$ cat config.mk
export PLATFORM = sky130hd
export DESIGN_NAME = sdram_address_mask_decode
export DESIGN_NICKNAME = d
export VERILOG_FILES = /design/src/rtl/sdram_addr_pkg.sv /design/src/rtl/beat_fifo.sv /design/src/rtl/sdram_address_mask_decode.sv
export VERILOG_INCLUDE_DIRS = /design/src /design/src/rtl
export SDC_FILE = /design/constraint.sdc
export NUM_CORES = 1
export LEC_CHECK = 0
export BUFFER_PORTS_ARGS = -buffer_cell sky130_fd_sc_hd__buf_2
export CAP_MARGIN = 20
export CORE_MARGIN = 1.5
export CORE_UTILIZATION = 50
export CTS_CLUSTER_SIZE = 14
export DETAILED_ROUTE_END_ITERATION = 6
export GPL_TIMING_DRIVEN = 0
export PLACE_DENSITY = 0.84
export SLEW_MARGIN = 20
export SYNTH_ARGS = -nofsm -noshare
export SYNTH_HDL_FRONTEND = slang
export SYNTH_SLANG_ARGS = --single-unit
$ cat constraint.sdc
create_clock -name sys_clk -period 8.1 [get_ports sys_clk]
set_clock_uncertainty 0.2 [all_clocks]
set_input_delay 1.215 -clock sys_clk [delete_from_list [all_inputs] [get_ports sys_clk]]
set_output_delay 1.215 -clock sys_clk [all_outputs]
set_load 0.05 [all_outputs]
$ cat src/rtl/sdram_addr_defs.svh
// Constants for the SDRAM address, bank and mask decode block
`ifndef SDRAM_ADDR_DEFS_SVH
`define SDRAM_ADDR_DEFS_SVH
`define ADDR_WIDTH 12
`define BANK_COUNT 4
`define SCOPE_BIT 10
`define COL_MSB_X4 9
`define COL_MSB_X8 8
`define COL_MSB_X16 7
`define MASK_LATENCY 2
`define ORG_X4 2'h0
`define ORG_X8 2'h1
`define ORG_X16 2'h2
`define FIFO_DEPTH 4
`endif

$ cat src/rtl/sdram_addr_pkg.sv
// Types for the SDRAM address, bank and mask decode block
package sdram_addr_pkg;
   typedef enum logic [5:0] {
      CMD_NONE = 6'h01,
      CMD_ACTIVATE = 6'h02,
      CMD_READ = 6'h04,
      CMD_WRITE = 6'h08,
      CMD_PRECHARGE = 6'h10,
      CMD_MODE = 6'h20
   } cmd_t;
   typedef struct packed {
      logic [1:0] bank;
      logic [11:0] row;
   } row_sel_t;
   typedef struct packed {
      logic write;
      logic autoPrecharge;
      logic [1:0] bank;
      logic [9:0] column;
   } col_sel_t;
   typedef struct packed {
      logic [15:0] data;
      logic [1:0] laneEnable;
   } wr_beat_t;
endpackage

$ cat src/rtl/beat_fifo.sv
// Small synchronous FIFO with valid and ready on both sides
`timescale 1ns/1ns
`default_nettype none
module beat_fifo #(
   parameter int WIDTH = 18,
   parameter int DEPTH = 4
) (
   input wire logic sys_clk,
   input wire logic reset,
   input wire logic inValid,
   output logic inReady,
   input wire logic [WIDTH-1:0] inData,
   output logic outValid,
   input wire logic outReady,
   output logic [WIDTH-1:0] outData
);
   localparam int AW = (DEPTH > 1) ? $clog2(DEPTH) : 1;
   logic [WIDTH-1:0] mem [DEPTH];
   logic [AW-1:0] wrPtr, rdPtr, next_wrPtr, next_rdPtr;
   logic [AW:0] count, next_count;
   logic push, pop;

   assign inReady = (count != (AW+1)'(DEPTH)) ? 1'b1 : 1'b0;
   assign outValid = (count != '0);
   assign outData = mem[rdPtr];

   always_comb begin
      push = inValid && inReady;
      pop = outValid && outReady;
      next_wrPtr = wrPtr;
      next_rdPtr = rdPtr;
      if (push) begin
         next_wrPtr = (wrPtr == AW'(DEPTH - 1)) ? '0 : wrPtr + AW'(1);
      end
      if (pop) begin
         next_rdPtr = (rdPtr == AW'(DEPTH - 1)) ? '0 : rdPtr + AW'(1);
      end
      next_count = count + (AW+1)'(push) - (AW+1)'(pop);
   end

   always_ff @(posedge sys_clk or posedge reset) begin
      if (reset) begin
         wrPtr <= '0;
         rdPtr <= '0;
         count <= '0;
      end else begin
         wrPtr <= next_wrPtr;
         rdPtr <= next_rdPtr;
         count <= next_count;
      end
   end

   always_ff @(posedge sys_clk) begin
      if (push) begin
         mem[wrPtr] <= inData;
      end
   end
endmodule
`default_nettype wire

$ cat src/rtl/sdram_address_mask_decode.sv
// Address, bank select and byte mask decode for a four-bank SDRAM
// Function
// - Masked write lane leaves memory unchanged
// - Read mask floats outputs two clocks later
// - Low mask bits 7:0, high 15:8 in x16; x4 and x8 use the high mask for all bits
// - Bank select picks target of command
// - Activate takes twelve address bits as row
// - Column width depends on organization
// - Precharge scope bit on read/write: auto precharge
// - Precharge all banks when scope bit high
// - Mode load takes address as op-code
// - Every input except the asynchronous reset sampled on rising clock edge
// - Chip select high ignores commands, masks persist
`timescale 1ns/1ns
`default_nettype none
`include "sdram_addr_defs.svh"
module sdram_address_mask_decode #(
   parameter int FIFO_DEPTH = `FIFO_DEPTH
) (
   input wire logic sys_clk,
   input wire logic reset,
   input wire logic [1:0] organization,
   input wire logic chipSelectN,
   input wire sdram_addr_pkg::cmd_t command,
   input wire logic [1:0] bankSelect,
   input wire logic [`ADDR_WIDTH-1:0] address,
   input wire logic low_byte_mask,
   input wire logic high_byte_mask,
   input wire logic burstReadBeat,
   input wire logic burstWriteBeat,
   input wire logic [15:0] writeData,
   input wire logic [15:0] readData,
   output sdram_addr_pkg::row_sel_t rowSelect,
   output logic rowValid,
   output sdram_addr_pkg::col_sel_t columnSelect,
   output logic columnValid,
   output logic [`BANK_COUNT-1:0] prechargeBanks,
   output logic [`ADDR_WIDTH-1:0] modeOpCode,
   output logic modeLoad,
   output sdram_addr_pkg::wr_beat_t arrayBeat,
   output logic arrayBeatValid,
   input wire logic arrayReady,
   output logic writeStall,
   output logic [15:0] dqOut,
   output logic [15:0] dqOutEnableN
);
   import sdram_addr_pkg::*;

   localparam int LAT = `MASK_LATENCY;
   localparam logic [1:0] ORG_X4 = `ORG_X4;
   localparam logic [1:0] ORG_X8 = `ORG_X8;
   localparam logic [1:0] ORG_X16 = `ORG_X16;

   // Registered copies of the controller inputs, all on the rising edge
   cmd_t cmd;
   logic selN, lowMask, highMask, rdBeat, wrBeat;
   logic [1:0] bank;
   logic [`ADDR_WIDTH-1:0] addr;
   logic [15:0] wData, rData;

   row_sel_t next_rowSelect;
   col_sel_t next_columnSelect;
   logic next_rowValid, next_columnValid, next_modeLoad;
   logic [`BANK_COUNT-1:0] next_prechargeBanks;
   logic [`ADDR_WIDTH-1:0] next_modeOpCode;
   logic [1:0] laneMask;
   logic [LAT-1:0] next_floatLow, next_floatHigh, floatLow, floatHigh;
   logic [15:0] next_dqOut, next_dqOutEnableN;
   logic [9:0] colBits;
   logic accept;
   logic fifoReady;

   always_ff @(posedge sys_clk or posedge reset) begin
      if (reset) begin
         cmd <= CMD_NONE;
         selN <= 1'b1;
         bank <= '0;
         addr <= '0;
         lowMask <= 1'b0;
         highMask <= 1'b0;
         rdBeat <= 1'b0;
         wrBeat <= 1'b0;
         wData <= '0;
         rData <= '0;
      end else begin
         cmd <= command;
         selN <= chipSelectN;
         bank <= bankSelect;
         addr <= address;
         lowMask <= low_byte_mask;
         highMask <= high_byte_mask;
         rdBeat <= burstReadBeat;
         wrBeat <= burstWriteBeat;
         wData <= writeData;
         rData <= readData;
      end
   end

   // Narrow parts use the high mask for every data bit
   always_comb begin
      if (organization == ORG_X16) begin
         laneMask = {highMask, lowMask};
      end else begin
         laneMask = {highMask, highMask};
      end
   end

   always_comb begin
      accept = !selN;
      colBits = '0;
      if (organization == ORG_X4) begin
         colBits[`COL_MSB_X4:0] = addr[`COL_MSB_X4:0];
      end else if (organization == ORG_X8) begin
         colBits[`COL_MSB_X8:0] = addr[`COL_MSB_X8:0];
      end else begin
         colBits[`COL_MSB_X16:0] = addr[`COL_MSB_X16:0];
      end
      next_rowSelect = rowSelect;
      next_columnSelect = columnSelect;
      next_modeOpCode = modeOpCode;
      next_rowValid = 1'b0;
      next_columnValid = 1'b0;
      next_modeLoad = 1'b0;
      next_prechargeBanks = '0;
      if (accept) begin
         case (cmd)
            CMD_ACTIVATE: begin
               next_rowSelect.bank = bank;
               next_rowSelect.row = addr;
               next_rowValid = 1'b1;
            end
            CMD_READ, CMD_WRITE: begin
               next_columnSelect.write = (cmd == CMD_WRITE);
               next_columnSelect.autoPrecharge = addr[`SCOPE_BIT];
               next_columnSelect.bank = bank;
               next_columnSelect.column = colBits;
               next_columnValid = 1'b1;
            end
            CMD_PRECHARGE: begin
               if (addr[`SCOPE_BIT]) begin
                  next_prechargeBanks = '1;
               end else begin
                  next_prechargeBanks = `BANK_COUNT'(1) << bank;
               end
            end
            CMD_MODE: begin
               next_modeOpCode = addr;
               next_modeLoad = 1'b1;
            end
            default: begin
            end
         endcase
      end
   end

   // Read masks shift down a pipe so drivers float two edges after sampling
   always_comb begin
      next_floatLow = {floatLow[LAT-2:0], laneMask[0]};
      next_floatHigh = {floatHigh[LAT-2:0], laneMask[1]};
      next_dqOut = rData;
      for (int i = 0; i < 16; i++) begin
         if (i < 8) begin
            next_dqOutEnableN[i] = !(rdBeat && !next_floatLow[LAT-1]);
         end else begin
            next_dqOutEnableN[i] = !(rdBeat && !next_floatHigh[LAT-1]);
         end
      end
   end

   always_ff @(posedge sys_clk or posedge reset) begin
      if (reset) begin
         rowSelect <= '0;
         columnSelect <= '0;
         rowValid <= 1'b0;
         columnValid <= 1'b0;
         prechargeBanks <= '0;
         modeOpCode <= '0;
         modeLoad <= 1'b0;
         floatLow <= '0;
         floatHigh <= '0;
         dqOut <= '0;
         dqOutEnableN <= 16'hFFFF;
      end else begin
         rowSelect <= next_rowSelect;
         columnSelect <= next_columnSelect;
         rowValid <= next_rowValid;
         columnValid <= next_columnValid;
         prechargeBanks <= next_prechargeBanks;
         modeOpCode <= next_modeOpCode;
         modeLoad <= next_modeLoad;
         floatLow <= next_floatLow;
         floatHigh <= next_floatHigh;
         dqOut <= next_dqOut;
         dqOutEnableN <= next_dqOutEnableN;
      end
   end

   // Write beats carry lane enables; a masked lane is never written
   wr_beat_t fifoIn;
   assign fifoIn.data = wData;
   assign fifoIn.laneEnable = ~laneMask;
   assign writeStall = !fifoReady;

   beat_fifo #(
      .WIDTH($bits(wr_beat_t)),
      .DEPTH(FIFO_DEPTH)
   ) u_fifo (
      .sys_clk(sys_clk),
      .reset(reset),
      .inValid(wrBeat),
      .inReady(fifoReady),
      .inData(fifoIn),
      .outValid(arrayBeatValid),
      .outReady(arrayReady),
      .outData(arrayBeat)
   );
endmodule
`default_nettype wire

==> results.json, run 1 <==
{
  "status": "complete, no violations",
  "ys_seq_area_share_pct": 78.5,
  "fin_ws_ns": 4.14,
  "synth.yosys.warnings": 0,
  "worstPathMaxFanout": 10,
  "final_core_util_pct": 64.6,
  "crit_required_ns": 6.68,
  "cp.arrival_ns": 2.55,
  "switching_share_pct": 33.0,
  "drc": 0,
  "ys_seq_elements": 203,
  "period_share_pct": 48.9,
  "pre_cts_ws_ns": 4.67,
  "dieArea_um2": 14600,
  "rows": 42,
  "port_buffers": 160,
  "p_clk_share_pct": 30.2,
  "track_usage_pct": 17.7,
  "ys_types": 33,
  "setup_viol": 0,
  "switchingPower_mw": 1.01,
  "antenna_found_initial": 0,
  "place_congestion": 0.723,
  "grt_pass1_vias": 3875,
  "routed_wl_mm": 12.4,
  "p_seq_share_pct": 42.0,
  "final_common_cell": "buf_2",
  "fmax_mhz": 252,
  "rsz0062_at_grt": "no",
  "grt_pass1_wl_mm": 19.9,
  "grt-ovfl-total": 0,
  "path_clk_slew_ns": 0.06,
  "ctsResizeCount": 0,
  "cap_violations": 0,
  "synthesis.area_um2": 6940,
  "synth_top_area_share_pct": 45.8,
  "route.vias.total": 3574,
  "syn_avg_cell_area_um2": 20.1,
  "crit_start": "u_fifo.rdPtr[1]",
  "r2r_setup_slack_ns": 5.50,
  "core_area_um2": 13400,
  "start_util_pct": 51.8,
  "grt_max_degree": 72,
  "drive_gt1_share_pct": 50.7,
  "cts_tree": "yes",
  "drv_slew": 0,
  "hp-class": "flop to flop",
  "die_y_um": 121,
  "cts_buffers": 20,
  "io_pins": 161,
  "end_kind": "primary output",
  "ctsLongestPathBuffers": 3,
  "tightest_slew_ns": 0.973,
  "tns_ns": 0,
  "internal_power_mw": 2.04,
  "leakage_nw": 3.93,
  "yosysTopAreaCell": "dfrtp_1",
  "netlist_instances": 345,
  "layout_common_cells": "buf_2, dfrtp_1, edfxtp_1",
  "fin_crit_ns": 3.96,
  "nets": 598,
  "wl_per_cell_um": 17.3,
  "synthTopCellsByArea": "dfrtp_1, edfxtp_1, mux4_2",
  "clk_latency_ns": 0.48,
  "peakVddDrop_v": 0.000223,
  "syn-num-nets": 415,
  "num_antenna_cells": 0,
  "htreeDepth": 1,
  "die_x_um": 121,
  "area_delta_synth_final_pct": 24.8,
  "viasPerCell": 4.98,
  "drt-pass1-iter-count": 4,
  "numClockSinks": 203,
  "holdCritStartpoint": "next_dqOut[12]",
  "r2r_start": "u_fifo.count[1]",
  "slew-limit-headroom_pct": 35.1,
  "postCtsSetupBuffers": 0,
  "power_density_nw_per_um2": 352,
  "clock-root-buffer": "clkbuf_16",
  "first_iter_violations": 181,
  "hold_viol_final": 0,
  "start_kind": "flop",
  "comb_power_share_pct": 27.8,
  "cts_hold_buffers": 0,
  "path_class": "flop to primary output",
  "hpwlAfterDp_mm": 8.21,
  "ant_nets": 0
}
[power by group through the flow]
stage	Clock, mW	Combinational, mW	Sequential, mW
global route	0.982	0.901	1.29
floorplan	0	0.544	1.40
CTS	0.941	0.863	1.28
finish	0.920	0.849	1.28
detailed placement	0	0.858	1.30
global placement	0	0.839	1.29
[layout make-up]
type	instances	area, µm²
fill	916	4740
sequential	203	5450
inverter	14	57.6
timing repair buffer	161	828
multi-input combinational	106	1280
clock buffer	33	601
clock inverter	3	65.1
tap	176	220
buffer	22	158
[sequential cells by signal (all words and copies together) (netlist names), 3 cells and up]
name,cells
u_fifo.mem,72
dqOut,16
columnSelect,14
modeOpCode,12
next_dqOut,16
prechargeBanks,4
rowSelect,14
wData,16
u_fifo.count,3
cmd,6
addr,12
[routing by layer]
| metal | vias to the layer above | share of wire [%] | track usage (%) |
|---|---|---|---|
| met2 | 141 | 52 | 30.5 |
| met4 | 0 | 1.8 | 4.56 |
| met3 | 22 | 7.6 | 5.61 |
| met5 | - | 0 | 0 |
| met1 | 1824 | 39 | 21.9 |
| li1 | 1587 | - | - |
[final timing paths]
check,cells after the start,to
worst max-delay path,4,arrayBeat[0]
worst min-delay path,0,dqOut[12]
worst max register to register,10,u_fifo.count[2]
worst min register to register,0,dqOut[12]
max in group asynchronous,3,dqOutEnableN[8]
min in group asynchronous,2,dqOut[0]
[stage by stage]
stage                     total power [mW]  hold WS [ns]  area (µm²)  cells
after floorplan                       1.95         0.131        6940    345
after global placement                2.12         0.132        7960    681
after detailed placement              2.16         0.135        7990    682
after CTS                             3.09         0.141        8660    718
after global routing                  3.18         0.150        8660    718
final                                 3.05         0.142        8660    718
[worst max-delay path, cell delays in order (launching register included)]
cell      delay [ns]
dfrtp_1         0.36
clkbuf_1        0.49
buf_1           0.55
mux4_2          0.44
buf_2           0.23
[cell usage after synthesis]
library cell,n
buf_1,1
ha_1,7
dfstp_2,4
o31a_2,1
nand3_1,1
nor2_1,7
mux2i_1,1
and2_1,4
or4_4,1
mux2_4,9
nand2_1,1
nor3_4,1
buf_4,15
nor3_1,1
nor2b_1,2
and4bb_1,1
dfrtp_1,127
mux2_2,34
o22a_1,1
xnor2_1,3
fa_1,1
nand2b_1,3
nor3b_1,2
edfxtp_1,72
clkbuf_1,3
or3_1,1
nand4bb_1,1
inv_1,14
mux4_2,18
buf_2,2
buf_12,1
nor4_1,1
a21oi_1,4
[logic make-up after synthesis]
logic type | share of synthesized area [%]
AO/OA/AOI/OAI | 0.559
XOR/XNOR | 0.379
adder cells (fa/ha/maj) | 1.55
buffers and inverters | 3.03
flip-flops | 78.5
multiplexers | 13.5
AND/OR/NAND/NOR | 2.53
Note: power is estimated with default switching activity, not from simulation.
==> inputs of run 2 (changes only) <==
--- a/config.mk
+++ b/config.mk
@@ -9,7 +9,7 @@
 export BUFFER_PORTS_ARGS = -buffer_cell sky130_fd_sc_hd__buf_2
 export CAP_MARGIN = 20
 export CORE_MARGIN = 1.5
-export CORE_UTILIZATION = 50
+export CORE_UTILIZATION = 48
 export CTS_CLUSTER_SIZE = 14
 export DETAILED_ROUTE_END_ITERATION = 6
 export GPL_TIMING_DRIVEN = 0
==> constraint.sdc (replaced) <==
create_clock -name sys_clk -period 3.6 [get_ports sys_clk]
set_clock_uncertainty 0.2 [all_clocks]
set_input_delay 0.54 -clock sys_clk [delete_from_list [all_inputs] [get_ports sys_clk]]
set_output_delay 0.54 -clock sys_clk [all_outputs]
set_load 0.05 [all_outputs]
==> run 2 against run 1 <==
Against the previous run: clock power rose by 130%; utilization up 2.0 points; first-iteration DRC count shrank 2.2%; clock-buffer cell count decreased by 5; power increased by 130%.
==> results.json, run 2 (synthesized netlist as in run 1, its figures left out) <==
{
  "clk_latency_ns": 0.48,
  "fin_crit_ns": 3.26,
  "crit_path_top_delay_cell": "buf_1",
  "power_density_nw_per_um2": 752,
  "route.vias.total": 3892,
  "status": "complete, no violations",
  "fmax_mhz": 306,
  "viasPerCell": 4.96,
  "crit_required_ns": 2.86,
  "period_share_pct": 90.6,
  "first_iter_violations": 177,
  "reg2reg_to": "u_fifo.count[2]",
  "numClockSinks": 203,
  "endpoint": "arrayBeat[1]",
  "tightest_slew_ns": 0.957,
  "track_usage_pct": 19.5,
  "slew-limit-headroom_pct": 36.2,
  "io_pins": 161,
  "drv_slew": 0,
  "crit_start": "u_fifo.rdPtr[1]",
  "cts_tree": "yes",
  "leakage_nw": 4.20,
  "hold_viol_final": 0,
  "port_buffers": 160,
  "r2r_setup_slack_ns": 1.05,
  "start_kind": "flop",
  "start_util_pct": 49.6,
  "nFillCells": 890,
  "ctsLongestPathBuffers": 3,
  "worstPathMaxFanout": 10,
  "end_kind": "primary output",
  "peakVddDrop_v": 0.000435,
  "layout_common_cells": "buf_2, dfrtp_1, edfxtp_1",
  "die_x_um": 123,
  "crit_path_cell_trace": "clkbuf_1, buf_1, mux4_2, buf_2",
  "r2r_start": "u_fifo.count[1]",
  "grt_pass1_wl_mm": 22.4,
  "cp.arrival_ns": 2.52,
  "postPlaceCellArea_um2": 8050,
  "drc": 0,
  "path_class": "flop to primary output",
  "dieArea_um2": 15200,
  "num_antenna_cells": 0,
  "area_delta_synth_final_pct": 34.2,
  "largest_register_ffs": 72,
  "grt-ovfl-total": 0,
  "rsz0062_at_grt": "no",
  "cap_violations": 0,
  "setup_viol": 0,
  "drt-pass1-iter-count": 4,
  "clock-root-buffer": "clkbuf_16",
  "hp-class": "flop to flop",
  "hpwlAfterDp_mm": 8.79,
  "wl_per_cell_um": 18.3,
  "htreeDepth": 1,
  "critical-path-max-stage-delay_ns": 0.55,
  "ant_nets": 0,
  "path_clk_slew_ns": 0.06,
  "r2r_cells": 10,
  "nets": 660,
  "cts_buffers": 21,
  "rows": 43,
  "place_congestion": 0.751,
  "die_y_um": 123,
  "regMostFlops": "u_fifo.mem",
  "drive_gt1_share_pct": 46.9,
  "core_area_um2": 14000,
  "finalInstanceArea_um2": 9310,
  "routed_wl_mm": 14.4,
  "grt_max_degree": 35,
  "tns_ns": 0,
  "final_common_cell": "buf_2",
  "ctsResizeCount": 0,
  "grt_pass1_vias": 4332,
  "antenna_found_initial": 0
}
## run 2: what timing repair did
action                                 in CTS  in global routing
setup buffers                               0                  0
endpoints found under the hold margin      79                  0
hold buffers                               58                  0
## run 2: worst min-delay path by stage
stage / from / end / depth (start not counted)
finish: next_dqOut[1] / dqOut[1] / 0
global placement: next_dqOut[7] / dqOut[7] / 0
floorplan: next_dqOut[0] / dqOut[0] / 0
detailed placement: next_dqOut[0] / dqOut[0] / 0
global route: next_dqOut[3] / dqOut[3] / 0
CTS: next_dqOut[3] / dqOut[3] / 0
## run 2: stage by stage
stage	hold WS [ns]	cells	power (mW)	setup WS, ns	util (%)
5_1_grt	0.151	784	7.30	0.198	66.5
6_report	0.145	784	7.00	0.337	66.5
2_1_floorplan	0.131	345	4.38	0.703	-
4_1_cts	0.145	784	7.04	0.273	66.5
3_5_place_dp	0.135	689	4.87	0.779	57.5
3_3_place_gp	0.131	685	4.78	0.493	56.9
## run 2: routing by layer
metal / vias up / track usage, % / part of all wire (%)
li1: 1716 / - / -
met2: 156 / 34.3 / 52
met4: 0 / 6.47 / 2.4
met3: 33 / 5.49 / 6.7
met5: - / 0 / 0
met1: 1987 / 23.3 / 39
## run 2: critical path, delay by kind of cell (launching register included)
kind | cells | cell delay (ns)
muxes | 1 | 0.43
DFF | 1 | 0.35
buffers and inverters | 3 | 1.26
## run 2: report_power, final
| group | internal [mW] | switching (mW) |
|---|---|---|
| combinational | 0.626 | 1.36 |
| sequential | 2.74 | 0.147 |
| clock | 1.28 | 0.845 |
## run 2: layout make-up
class	instances	area, µm²	share of cell area, %
clock inverter	9	100	1.08
timing repair buffer	222	1460	15.7
buffer	22	158	1.69
sequential	203	5450	58.5
multi-input combinational	106	1280	13.8
clock buffer	28	582	6.25
tap	180	225	2.42
inverter	14	56.3	0.605
